==> config.mk <==
export PLATFORM = sky130hd
export DESIGN_NAME = cpu_exec_core
export DESIGN_NICKNAME = d
export VERILOG_FILES = /design/src/cpu_exec_pkg.sv /design/src/flag_if.sv /design/src/word_step.sv /design/src/flag_calc.sv /design/src/cpu_exec_core.sv
export SDC_FILE = /design/constraint.sdc
export NUM_CORES = 1
export LEC_CHECK = 0
export ABC_AREA = 1
export BUFFER_PORTS_ARGS = -buffer_cell sky130_fd_sc_hd__buf_4
export CORE_ASPECT_RATIO = 1.5
export CORE_MARGIN = 2
export CORE_UTILIZATION = 60
export CTS_CLUSTER_DIAMETER = 50
export CTS_CLUSTER_SIZE = 16
export DETAILED_ROUTE_END_ITERATION = 12
export PLACE_DENSITY = 0.8
export SYNTH_ARGS = -nofsm -noshare
export SYNTH_HDL_FRONTEND = slang
export SYNTH_HIERARCHICAL = 1
export SYNTH_SLANG_ARGS = --single-unit
==> constraint.sdc <==
create_clock -name clk -period 2.9 [get_ports clk]
set_clock_uncertainty 0.15 [all_clocks]
set_input_delay 0.145 -clock clk [delete_from_list [all_inputs] [get_ports clk]]
set_output_delay 0.145 -clock clk [all_outputs]
set_load 0.05 [all_outputs]
==> src/cpu_exec_pkg.sv <==
// shared constants, opcodes, states and core state layout of the execution core
package cpu_exec_pkg;
	// opcodes handled by the core
	localparam logic [7:0]  OP_SOFTWARE_TRAP = 8'h83;
	localparam logic [7:0]  OP_ACC_TO_FLAGS  = 8'h84;
	localparam logic [7:0]  OP_FLAGS_TO_ACC  = 8'h85;
	localparam logic [7:0]  OP_ACC_TO_IDX    = 8'h97;
	localparam logic [7:0]  OP_IDX_TO_ACC    = 8'h9F;
	localparam logic [7:0]  OP_SP_TO_IDX     = 8'h95;
	localparam logic [7:0]  OP_IDX_TO_SP     = 8'h94;
	localparam logic [7:0]  OP_TEST_DIR      = 8'h3D;
	localparam logic [7:0]  OP_TEST_ACC      = 8'h4D;
	localparam logic [7:0]  OP_TEST_IDX      = 8'h5D;
	localparam logic [7:0]  OP_WAIT          = 8'h8F;
	localparam logic [7:0]  OP_STOP          = 8'h8E;
	localparam logic [7:0]  OP_ACC_STORE     = 8'hB7;
	localparam logic [7:0]  OP_IDX_STORE     = 8'hBF;
	localparam logic [7:0]  OP_PAIR_STORE    = 8'h35;

	// addresses and reset values
	localparam logic [15:0] RESET_PC    = 16'hF000;
	localparam logic [15:0] RESET_SP    = 16'h00FF;
	localparam logic [15:0] TRAP_VEC_HI = 16'hFFFC;
	localparam logic [15:0] TRAP_VEC_LO = 16'hFFFD;
	localparam logic [15:0] WORD_ONE    = 16'h0001;
	localparam logic [7:0]  DIRECT_PAGE = 8'h00;
	localparam logic [7:0]  FLAGS_RESET = 8'h68;
	localparam logic [7:0]  FLAGS_ONES  = 8'h60;

	// flag positions inside the condition code register
	localparam int FLG_V = 7;
	localparam int FLG_H = 4;
	localparam int FLG_I = 3;
	localparam int FLG_N = 2;
	localparam int FLG_Z = 1;
	localparam int FLG_C = 0;
	localparam int MSB_BYTE = 7;
	localparam int MSB_WORD = 15;

	// execution steps; step 0 is the opcode fetch cycle
	localparam logic [3:0] STEP_ONE        = 4'h1;
	localparam logic [3:0] STEP_TWO        = 4'h2;
	localparam logic [3:0] STEP_THREE      = 4'h3;
	localparam logic [3:0] TRAP_PUSH_PCH   = 4'h1;
	localparam logic [3:0] TRAP_PUSH_IDX   = 4'h2;
	localparam logic [3:0] TRAP_PUSH_ACC   = 4'h3;
	localparam logic [3:0] TRAP_PUSH_FLAGS = 4'h4;
	localparam logic [3:0] TRAP_VEC_HI_ST  = 4'h5;
	localparam logic [3:0] TRAP_VEC_LO_ST  = 4'h6;
	localparam logic [3:0] TRAP_LOAD_ST    = 4'h7;
	localparam int         CYC_TRAP        = 11;
	localparam logic [3:0] TRAP_LAST       = 4'(CYC_TRAP - 1);

	typedef enum logic [3:0] {
		ST_FETCH = 4'h1,
		ST_EXEC  = 4'h2,
		ST_WAIT  = 4'h4,
		ST_STOP  = 4'h8
	} exec_state_e;

	typedef struct packed {
		exec_state_e st;
		logic [3:0]  step;
		logic [7:0]  op;
		logic [7:0]  a;
		logic [7:0]  x;
		logic [7:0]  h;
		logic [15:0] sp;
		logic [15:0] pc;
		logic [7:0]  cc;
		logic [15:0] ea;
		logic [15:0] baddr;
		logic [7:0]  bwdata;
		logic        bwe;
		logic        bre;
	} core_s;

	localparam core_s CORE_RESET = '{st: ST_FETCH, step: '0, op: '0, a: '0, x: '0, h: '0,
		sp: RESET_SP, pc: RESET_PC, cc: FLAGS_RESET, ea: '0, baddr: RESET_PC,
		bwdata: '0, bwe: 1'b0, bre: 1'b1};
endpackage : cpu_exec_pkg

==> src/flag_if.sv <==
// carrier between the core and its flag calculator
`timescale 1ns/10ps
interface flag_if;
	logic [15:0] value;
	logic        wide;
	logic [7:0]  flags_in;
	logic [7:0]  flags_out;
	modport calc (input value, input wide, input flags_in, output flags_out);
	modport user (output value, output wide, output flags_in, input flags_out);
endinterface : flag_if

==> src/word_step.sv <==
// sixteen-bit increment or decrement by one
`timescale 1ns/10ps
module word_step
	import cpu_exec_pkg::*;
(
	input  wire logic [15:0] value,
	input  wire logic        down,
	output logic [15:0]      result
);
	// a subtracter and an adder, down selects between them
	assign result = down ? (value - WORD_ONE) : (value + WORD_ONE);
endmodule : word_step

==> src/flag_calc.sv <==
// test and store flag update: clears overflow, sets negative and zero
`timescale 1ns/10ps
module flag_calc
	import cpu_exec_pkg::*;
(
	flag_if.calc f
);
	// carry, half carry and mask pass through untouched
	always_comb begin
		f.flags_out        = f.flags_in; // RULE12
		f.flags_out[FLG_V] = 1'b0;
		f.flags_out[FLG_N] = f.wide ? f.value[MSB_WORD] : f.value[MSB_BYTE];
		f.flags_out[FLG_Z] = f.wide ? (f.value == 16'h0000) : (f.value[7:0] == 8'h00);
	end
endmodule : flag_calc

==> src/cpu_exec_core.sv <==
// execution core for the store, transfer, test, trap, wait and stop instructions
// Operation
// RULE1 - trap 83 takes 11 cycles, pushes state, sets mask, loads vector
// RULE2 - 84 copies accumulator to flags in one cycle; 85 copies flags back
// RULE3 - 97 copies accumulator to index low in one cycle, flags kept
// RULE4 - 9F copies index low to accumulator in one cycle, flags kept
// RULE5 - 95 loads index pair with sp plus one; 94 sp with pair minus one
// RULE6 - tests clear overflow, set negative and zero, keep carry and half carry
// RULE7 - wait 8F clears mask, halts after three cycles until interrupt
// RULE8 - stop clears mask and ceases instruction processing
// RULE9 - index low store writes low index byte, updates flags
// RULE10 - accumulator store writes accumulator byte, updates flags
// RULE11 - pair store writes high byte then low byte at address plus one
// RULE12 - flags an instruction does not name keep their value
`timescale 1ns/10ps
module cpu_exec_core
	import cpu_exec_pkg::*;
(
	input  wire logic        clk,
	input  wire logic        rstn,
	input  wire logic [7:0]  mem_rdata,
	input  wire logic        wake_req,
	output logic [15:0]      mem_addr,
	output logic [7:0]       mem_wdata,
	output logic             mem_we,
	output logic             mem_re,
	output logic             op_fetch,
	output logic             wait_halt,
	output logic             stop_halt,
	output logic [7:0]       acc,
	output logic [7:0]       index_hi,
	output logic [7:0]       index_lo,
	output logic [15:0]      stack_ptr,
	output logic [15:0]      prog_cnt,
	output logic [7:0]       condition_code_reg
);
	core_s       q;
	core_s       d;
	logic [7:0]  opx;
	logic [15:0] pc_inc;
	logic [15:0] sp_dec;
	logic [15:0] sp_inc;
	logic [15:0] hx_dec;
	logic [15:0] ea_inc;

	flag_if fl ();

	// address arithmetic
	word_step u_pc_inc (.value(q.pc), .down(1'b0), .result(pc_inc));
	word_step u_sp_dec (.value(q.sp), .down(1'b1), .result(sp_dec));
	word_step u_sp_inc (.value(q.sp), .down(1'b0), .result(sp_inc));
	word_step u_hx_dec (.value({q.h, q.x}), .down(1'b1), .result(hx_dec));
	word_step u_ea_inc (.value(q.ea), .down(1'b0), .result(ea_inc));

	flag_calc u_flags (.f(fl.calc));

	// opcode in effect this cycle: the bus byte during fetch, the latched one after
	assign opx = (q.st == ST_FETCH) ? mem_rdata : q.op;

	// operand that the flag calculator sees
	always_comb begin
		fl.flags_in = q.cc;
		fl.wide     = 1'b0;
		fl.value    = {DIRECT_PAGE, q.x};
		case (opx)
			OP_TEST_ACC, OP_ACC_STORE: fl.value = {DIRECT_PAGE, q.a};
			OP_TEST_DIR:               fl.value = {DIRECT_PAGE, mem_rdata};
			OP_PAIR_STORE: begin
				fl.value = {q.h, q.x};
				fl.wide  = 1'b1;
			end
			default:                   fl.value = {DIRECT_PAGE, q.x};
		endcase
	end

	// next state; every cycle also schedules the bus access of the next cycle
	always_comb begin
		d      = q;
		d.bwe  = 1'b0;
		d.bre  = 1'b0;
		d.step = q.step + STEP_ONE;
		case (q.st)
			ST_FETCH: begin
				d.op    = mem_rdata;
				d.pc    = pc_inc;
				d.st    = ST_EXEC;
				d.step  = STEP_ONE;
				d.baddr = pc_inc;
				d.bre   = 1'b1; // next opcode or operand byte
				case (mem_rdata)
					OP_ACC_TO_FLAGS: begin
						d.cc = q.a | FLAGS_ONES; // RULE2
						d.st = ST_FETCH;
					end
					OP_FLAGS_TO_ACC: begin
						d.a  = q.cc; // RULE2
						d.st = ST_FETCH;
					end
					OP_ACC_TO_IDX: begin
						d.x  = q.a; // RULE3
						d.st = ST_FETCH;
					end
					OP_IDX_TO_ACC: begin
						d.a  = q.x; // RULE4
						d.st = ST_FETCH;
					end
					OP_TEST_ACC, OP_TEST_IDX: begin
						d.cc = fl.flags_out; // RULE6
						d.st = ST_FETCH;
					end
					OP_SOFTWARE_TRAP: begin
						d.bre    = 1'b0;
						d.bwe    = 1'b1; // RULE1
						d.baddr  = q.sp;
						d.bwdata = pc_inc[7:0];
						d.sp     = sp_dec;
					end
					OP_STOP: begin
						d.cc[FLG_I] = 1'b0; // RULE8
						d.st        = ST_STOP;
						d.bre       = 1'b0;
					end
					OP_WAIT, OP_SP_TO_IDX, OP_IDX_TO_SP: d.bre = 1'b0;
					OP_TEST_DIR, OP_ACC_STORE, OP_IDX_STORE, OP_PAIR_STORE: d.st = ST_EXEC;
					default: d.st = ST_FETCH; // unknown opcodes pass as one-cycle no-ops
				endcase
			end
			ST_EXEC: begin
				case (q.op)
					OP_SOFTWARE_TRAP: begin
						case (q.step)
							TRAP_PUSH_PCH, TRAP_PUSH_IDX, TRAP_PUSH_ACC, TRAP_PUSH_FLAGS: begin
								d.bwe   = 1'b1; // RULE1
								d.baddr = q.sp;
								d.sp    = sp_dec;
								case (q.step)
									TRAP_PUSH_PCH: d.bwdata = q.pc[15:8];
									TRAP_PUSH_IDX: d.bwdata = q.x;
									TRAP_PUSH_ACC: d.bwdata = q.a;
									default:       d.bwdata = q.cc;
								endcase
							end
							TRAP_VEC_HI_ST: begin
								d.cc[FLG_I] = 1'b1; // RULE1
								d.bre       = 1'b1;
								d.baddr     = TRAP_VEC_HI;
							end
							TRAP_VEC_LO_ST: begin
								d.pc[15:8] = mem_rdata; // RULE1
								d.bre      = 1'b1;
								d.baddr    = TRAP_VEC_LO;
							end
							TRAP_LOAD_ST: d.pc[7:0] = mem_rdata;
							TRAP_LAST: begin
								d.st    = ST_FETCH; // RULE1
								d.bre   = 1'b1;
								d.baddr = q.pc;
							end
							default: d.bre = 1'b0;
						endcase
					end
					OP_TEST_DIR: begin
						case (q.step)
							STEP_ONE: begin
								d.ea    = {DIRECT_PAGE, mem_rdata};
								d.pc    = pc_inc;
								d.bre   = 1'b1;
								d.baddr = {DIRECT_PAGE, mem_rdata};
							end
							STEP_TWO: d.cc = fl.flags_out; // RULE6
							default: begin
								d.st    = ST_FETCH;
								d.bre   = 1'b1;
								d.baddr = q.pc;
							end
						endcase
					end
					OP_ACC_STORE, OP_IDX_STORE: begin
						if (q.step == STEP_ONE) begin
							d.ea     = {DIRECT_PAGE, mem_rdata};
							d.pc     = pc_inc;
							d.bwe    = 1'b1;
							d.baddr  = {DIRECT_PAGE, mem_rdata};
							d.bwdata = (q.op == OP_ACC_STORE) ? q.a : q.x; // RULE9 RULE10
						end else begin
							d.cc    = fl.flags_out; // RULE9 RULE10
							d.st    = ST_FETCH;
							d.bre   = 1'b1;
							d.baddr = q.pc;
						end
					end
					OP_PAIR_STORE: begin
						case (q.step)
							STEP_ONE: begin
								d.ea     = {DIRECT_PAGE, mem_rdata};
								d.pc     = pc_inc;
								d.bwe    = 1'b1;
								d.baddr  = {DIRECT_PAGE, mem_rdata};
								d.bwdata = q.h; // RULE11
							end
							STEP_TWO: begin
								d.bwe    = 1'b1;
								d.baddr  = ea_inc; // RULE11
								d.bwdata = q.x;
							end
							default: begin
								d.cc    = fl.flags_out; // RULE11
								d.st    = ST_FETCH;
								d.bre   = 1'b1;
								d.baddr = q.pc;
							end
						endcase
					end
					OP_SP_TO_IDX: begin
						{d.h, d.x} = sp_inc; // RULE5
						d.st       = ST_FETCH;
						d.bre      = 1'b1;
						d.baddr    = q.pc;
					end
					OP_IDX_TO_SP: begin
						d.sp    = hx_dec; // RULE5
						d.st    = ST_FETCH;
						d.bre   = 1'b1;
						d.baddr = q.pc;
					end
					OP_WAIT: begin
						if (q.step == STEP_TWO) begin
							d.cc[FLG_I] = 1'b0; // RULE7
							d.st        = ST_WAIT;
						end
					end
					default: begin
						d.st    = ST_FETCH;
						d.bre   = 1'b1;
						d.baddr = q.pc;
					end
				endcase
			end
			ST_WAIT, ST_STOP: begin
				// halted: no bus traffic until an interrupt request
				if (wake_req) begin
					d.st    = ST_FETCH; // RULE7 RULE8
					d.bre   = 1'b1;
					d.baddr = q.pc;
				end
			end
			default: d = CORE_RESET;
		endcase
	end

	// state register
	always_ff @(posedge clk or negedge rstn) begin
		if (!rstn) begin
			q <= CORE_RESET;
		end else begin
			q <= d;
		end
	end

	// outputs straight from the state register
	assign mem_addr           = q.baddr;
	assign mem_wdata          = q.bwdata;
	assign mem_we             = q.bwe;
	assign mem_re             = q.bre;
	assign op_fetch           = (q.st == ST_FETCH);
	assign wait_halt          = (q.st == ST_WAIT);
	assign stop_halt          = (q.st == ST_STOP);
	assign acc                = q.a;
	assign index_hi           = q.h;
	assign index_lo           = q.x;
	assign stack_ptr          = q.sp;
	assign prog_cnt           = q.pc;
	assign condition_code_reg = q.cc;
endmodule : cpu_exec_core

Word level (Yosys, flattened, before mapping)
Index checks and enable logic that the tools add are counted.
{"block": "word_totals", "inputBits": 11, "n_memories": 0, "ramBits": 0, "register_bits": 122, "rom_bits": 0, "latchBits": 0}
{"block": "op_classes", "div_mod_pow": 0, "shifts": 0, "multipliers": 0, "add_sub_neg": 6, "mux": 63, "eq_ne": 72, "n_reduce_logical": 28, "magnitude_cmp": 0, "n_bitwise": 4}
{"op": "$pmux W16 S2", "n": 5}
{"op": "$eq A8 B8 Y1 const B", "n": 18}
{"op": "$pmux W40 S3", "n": 1}
{"op": "$mux W16", "n": 7}
{"op": "$pmux W16 S3", "n": 2}
{"op": "$pmux W16 S5", "n": 1}
{"op": "$mux W8", "n": 8}
{"op": "$pmux W16 S4", "n": 1}
{"op": "$pmux W19 S3", "n": 1}
{"op": "$pmux W9 S3", "n": 2}
{"op": "$add A16 B1 Y16 const B", "n": 3}
{"op": "$eq A8 B6 Y1 const B", "n": 6}
{"op": "$pmux W8 S3", "n": 2}
{"op": "$pmux W20 S2", "n": 1}
{"op": "$pmux W8 S2", "n": 2}
{"op": "$sub A16 B1 Y16 const B", "n": 2}
{"op": "$mux W25", "n": 1}
{"op": "$eq A8 B7 Y1 const B", "n": 3}
{"op": "$ne A3 B3 Y1 const B", "n": 8}
{"op": "$pmux W4 S3", "n": 2}
{"op": "$eq A4 B3 Y1 const B", "n": 5}
{"op": "$mux W4", "n": 5}
{"op": "$reduce_and A4 Y1", "n": 5}
{"op": "$mux W9", "n": 2}
{"op": "32 further kinds", "n": 80}

Depth between registers and ports, before layout
{"block": "logic_depth", "word_depth": 10, "ltp_mapped": 19}

By module
The synthesis kept the hierarchy.
{"module": "cpu_exec_core", "seq_area_each_um2": 2879.0, "instances": 1, "area_each_um2": 9217.6, "cells_per_inst": 1460}
{"module": "word_step at u_ea_inc ...", "seq_area_each_um2": 0.0, "instances": 4, "area_each_um2": 915.9, "cells_per_inst": 175}
{"module": "word_step at u_sp_inc", "seq_area_each_um2": 0.0, "instances": 1, "area_each_um2": 898.4, "cells_per_inst": 176}
{"module": "flag_calc", "seq_area_each_um2": 0.0, "instances": 1, "area_each_um2": 121.4, "cells_per_inst": 25}

Least setup slack after synthesis
No wires, ideal clock.
{"block": "synth_path", "path_type": "register -> register", "start": "register q[118] in the netlist's numbering", "end": "register q (netlist bit condition_code_reg[1])", "path_stages_with_launch": 18, "t_arrival_ns": 2.189, "setup_slack_ns": 0.483, "setup_ns": 0.077, "path_buffers": 1, "cell_sequence": "dfstp_2 inv_1 nor2_2 nand2_2 buf_4 o21ai_1 inv_1 nand2_1 nor2_1 nand2_1 nand2_2 a21oi_1 nand2_1 nor2_1 nand4_1 nor2_1 a32oi_1 a21oi_1"}
{"block": "synth_between", "elab_chain_cells": 10}
{"element": "start: declaration", "line": "cpu_exec_core.sv:37", "rtl": "core_s q;"}
{"element": "start signal: assignment", "line": "cpu_exec_core.sv:254", "rtl": "q <= CORE_RESET;"}
{"element": "start signal: assignment", "line": "cpu_exec_core.sv:256", "rtl": "q <= d;"}
{"element": "$eq A4 B1 Y1 (*)", "line": "cpu_exec_core.sv:58", "rtl": "assign opx = (q.st == ST_FETCH) ? mem_rdata : q.op;"}
{"element": "$mux W8 (*)", "line": "cpu_exec_core.sv:58"}
{"element": "$eq A8 B7 Y1 / $eq A8 B8 Y1 (equally long branches)", "line": "cpu_exec_core.sv:65", "rtl": "case (opx)"}
{"element": "$reduce_or A2 Y1", "line": "cpu_exec_core.sv:65"}
{"element": "$pmux W16 S3 (*)", "line": "cpu_exec_core.sv:65"}
{"element": "named net fl.value[7]", "line": "flag_if.sv:4", "rtl": "logic [15:0] value;"}
{"element": "$logic_not A16 Y1 / $logic_not A8 Y1 (equally long branches)", "line": "flag_calc.sv:13", "rtl": "f.flags_out[FLG_Z] = f.wide ? (f.value == 16'h0000) : (f.value[7:0] == 8'h00);"}
{"element": "$mux W1 (*)", "line": "flag_calc.sv:13"}
{"element": "named net fl.flags_out[1]", "line": "flag_if.sv:7", "rtl": "logic [7:0] flags_out;"}
{"element": "$mux W8, on equally long branches", "line": "cpu_exec_core.sv:193, cpu_exec_core.sv:163, cpu_exec_core.sv:179"}
{"element": "$pmux W19 S3", "line": "cpu_exec_core.sv:129", "rtl": "case (q.op)"}
{"element": "$pmux W40 S3 (*)", "line": "cpu_exec_core.sv:82", "rtl": "case (q.st)"}
The timed path passes the listed nets; every way through them passes the cells marked *. The select of a mux whose other input is x is not followed.
A chain may end at the register's enable or synchronous reset.

Worst setup path after layout
{"block": "layout_path", "start": "register q[115] in the netlist's numbering", "end": "register q (netlist bit stack_ptr[3])"}
{"block": "layout_between", "elab_chain_cells": 4}
{"element": "$eq A4 B1 Y1, or another cell as far along", "line": "cpu_exec_core.sv:131", "rtl": "case (q.step)"}
{"element": "$reduce_or A4 Y1 (*)", "line": "cpu_exec_core.sv:131"}
{"element": "$ne A3 B2 Y1 (no source line) (*)"}
{"element": "$reduce_and A4 Y1 (no source line) (*)"}
Mark *: on every way between the ends. The rest lies on a longest branch, timed or not.

==> reports/qor.csv <==
stage,metric,value,unit
run_status,status,finished clean,
synth,mux_contribution_to_synthesized_area,0,
place,placement.setup.worst_slack,0.0927,ns
layout,antenna-diode-count,0,
global_routing,grt_busiest_layer,met2,
sta,timing.final.crit_share,0.933,
setup_path,setup.reg_to_reg.worst_slack,0.20,ns
pwr,power.density,1090,mW/mm^2
setup_path,crit_path_category,reg2reg,
layout,largest_reg_flops,24,
synth,seq_area_frac_synth,0.207,
sta,slew_violations,0,
route,routed_vias,16100,
global_routing,globalRouteMet2Util,0.769,
pwr,p_sw,9.69,mW
synth,synthesized_area,0.0139,sq mm
route,drcViolationCount,0,
floorplan,pin_count,104,
global_routing,grt_max_degree,66,
setup_path,worst-endpoint-required,3.12,ns
clock_tree,cts.reportedPaths.clkPinSlew,0.06,ns
clock_tree,cts_max_level,4,
sta,layout_min_cycle_time,2.70,ns
floorplan,core.rowCount,68,
pwr,netSwitchingFraction,0.576,
clock_tree,tritoncts,yes,
synth,synthDistinctLibCells,48,
synth,synth_enable_flop_cells,0,
clock_tree,cts_root_buf,clkbuf_16,
global_routing,gr-usage-met3,0.0881,
hold_path,worstHoldPathType,in2reg,
global_routing,globalRouteOverflowTotal,0,
sta,timing.max_slew.rel_slack,0.411,
setup_path,worstPathCellList,"inv_1, ha_1, o21ai_1, nand3_2, nor2_4, nor3_4, nand2_1, buf_4, nand2_1, o21a_1",
sta,setup_viol,0,
layout,final_layout_size_suffix_gt1_frac,0.139,
place,hpwl,43000,um
global_routing,global_route_wire_length_before_repair,82600,um
setup_path,critical_path.startpoint_type,register,
clock_tree,cts_max_path_buffers,2,
setup_path,worst_ep_arrival_time,2.93,ns
synth,post_synth_fa_ha_maj_area_fraction,0.0747,
route,postRouteAntennaNets,0,
pwr,ir_drop,0.717,mV
global_routing,number_of_antenna_violations_at_the_first_check_in_global_routing,0,
layout,nNetsFinal,2566,
clock_tree,clock_sinks,114,
floorplan,start_util,0.607,
pwr,power_frac_comb,0.666,
synth,synth-async-reset-ratio,1.00,
pwr,seq_power_share,0.197,
synth,ys_ff_latch,114,
synth,synth_area_per_cell,5.89,sq um
route,detail_route.wl_per_cell,20.0,um
global_routing,grt_pass1_vias,15400,
global_routing,groute.usage.overall,0.451,
clock_tree,tritoncts.num_buffers,17,
route,vias_per_cell,5.81,
floorplan,die_width,128,um
synth,ys_dominant_reg_cell,dfrtp_1,
pwr,intPower,7.12,mW
flow_run,timing.max_cap.violations,0,
clock_tree,clk-insertion-delay-late,0.44,ns
place,portBuffers,103,
route,drt_iter0_markers,1639,
synth,synth_simple_gate_area_share,0.410,
setup_path,path_common_cell,nand2_1,
sta,worst_pin_slew,0.880,ns
layout,registers.top_by_ff_count,q,
floorplan,placeableCoreArea,0.0229,sq mm
synth,ys.warnings.count,6,
global_routing,grtUsageMet1,0.450,
synth,synthesis.instances,2361,
setup_path,critical_path.endpoint_type,register,
layout,area_growth_syn_to_layout,11.4,%
setup_path,slowest_delay,0.44,ns
floorplan,die_height,190,um
synth,main_combinational_cell_family_by_area_after_synthesis,simple AND/OR/NAND/NOR gates,
route,firstDrtPassIters,6,
route,drt-total-wl,55300,um
synth,area_fraction_in_compound_gates_after_synthesis,0.121,
synth,yosys.area_share.xor_xnor,0.0252,
setup_path,worst_path_max_delay_cell,o21ai_1,
setup_path,critical_path.max_fanout,31,
floorplan,fp.dieArea,0.0244,sq mm
place,gpl.final_weighted_congestion,1.08,
sta,setup_ws,0.195,ns
pwr,pwr-share-clk,0.136,
sta,achievable-frequency,370,MHz
pwr,total_power,16.8,mW
sta,final_report_hold_violation_count,0,
pwr,power_leakage,8.73,nW
[cells in the mapped netlist (29+ instances only)]
library cell / instances / area (sq um)
o21ai_1: 44 / 220
dfrtp_1: 93 / 2330
buf_2: 29 / 145
nand2_2: 44 / 275
inv_2: 39 / 146
buf_4: 103 / 773
nand4_1: 35 / 219
ha_1: 75 / 938
a21oi_1: 89 / 445
nand3_1: 171 / 856
o21ai_0: 86 / 430
inv_1: 294 / 1100
xor2_1: 30 / 263
nand2_1: 848 / 3180
nor2_1: 191 / 717
[layout by cell type, fill, tap and decap left out, types with 45 or more instances in the layout]
| master | instances |
|---|---|
| nand2_1 | 845 |
| inv_1 | 294 |
| nor2_1 | 190 |
| nand3_1 | 171 |
| buf_4 | 149 |
| dfrtp_1 | 93 |
| a21oi_1 | 89 |
| conb_1 | 89 |
| o21ai_0 | 85 |
| ha_1 | 75 |
| o21ai_1 | 45 |
| nand2_2 | 45 |
[per-layer routing]
layer,up-vias,wire [um]
li1,7521,-
met1,7280,18100
met2,926,26400
met3,349,4560
met4,0,6250
met5,-,0
[logic make-up (layout without fill, tap and decap cells)]
logic type,count (synthesis),after routing
AND/OR/NAND/NOR,1345,1346
buffers and inverters,484,524
AO/OA/AOI/OAI,295,295
adder cells (fa/ha/maj),80,80
flip-flops,114,114
XOR/XNOR,40,40
other,3,89
[timing repair]
action / CTS / global route
hold buffers: 7 / 0
endpoints found under the setup margin: 0 / 3
buffers inserted: 0 / 0
endpoints found under the hold margin: 102 / 0
gates resized for setup: 0 / 10
[area by class of cell]
cell class                 instances  area (sq um)
clock buffer                      21           460
inverter                         334          1250
tap                              280           350
fill                            2150          7410
multi-input combinational       1850          9150
timing repair buffer             158          1230
clock inverter                    11           160
sequential                       114          2880
[final timing paths]
check                             start                    end  cells after the start
max                              q[115]           stack_ptr[3]                     10
min                        mem_rdata[7]                  q[33]                      3
max reg2reg                      q[115]           stack_ptr[3]                     10
min reg2reg                 mem_addr[1]            mem_addr[1]                      2
max in group asynchronous          rstn                 q[110]                      3
min in group asynchronous          rstn  condition_code_reg[6]                      2
[worst max-delay path: cells and delay by family (launching register included)]
| family | cells | cell delay (ns) |
|---|---|---|
| AND/OR/NAND/NOR | 5 | 0.75 |
| AO/OA/AOI/OAI | 2 | 0.57 |
| flip-flops | 1 | 0.42 |
| adder cells (fa/ha/maj) | 1 | 0.35 |
| buffers and inverters | 2 | 0.40 |
[through the flow]
step	instance area, sq um	instances	utilization	setup TNS [ns]	hold WS, ns
floorplan	14200	2447	-	0	-0.301
global placement	14700	2728	0.644	0	-0.0997
detailed placement	14700	2728	0.644	0	-0.0911
CTS	15400	2767	0.675	0	0.0189
global route	15500	2768	0.676	-0.0280	0.0528
finish	15500	2768	0.676	0	0.0235
[power by group through the flow]
| stage | sequential [mW] | clock, mW | combinational (mW) |
|---|---|---|---|
| 5_1_grt | 3.33 | 2.35 | 12.0 |
| 3_3_place_gp | 3.27 | 0 | 10.6 |
| 4_1_cts | 3.26 | 2.29 | 10.8 |
| 2_1_floorplan | 2.79 | 0 | 8.41 |
| 3_5_place_dp | 3.28 | 0 | 10.7 |
| 6_report | 3.32 | 2.29 | 11.2 |
Note: power is estimated with default switching activity, not from simulation.
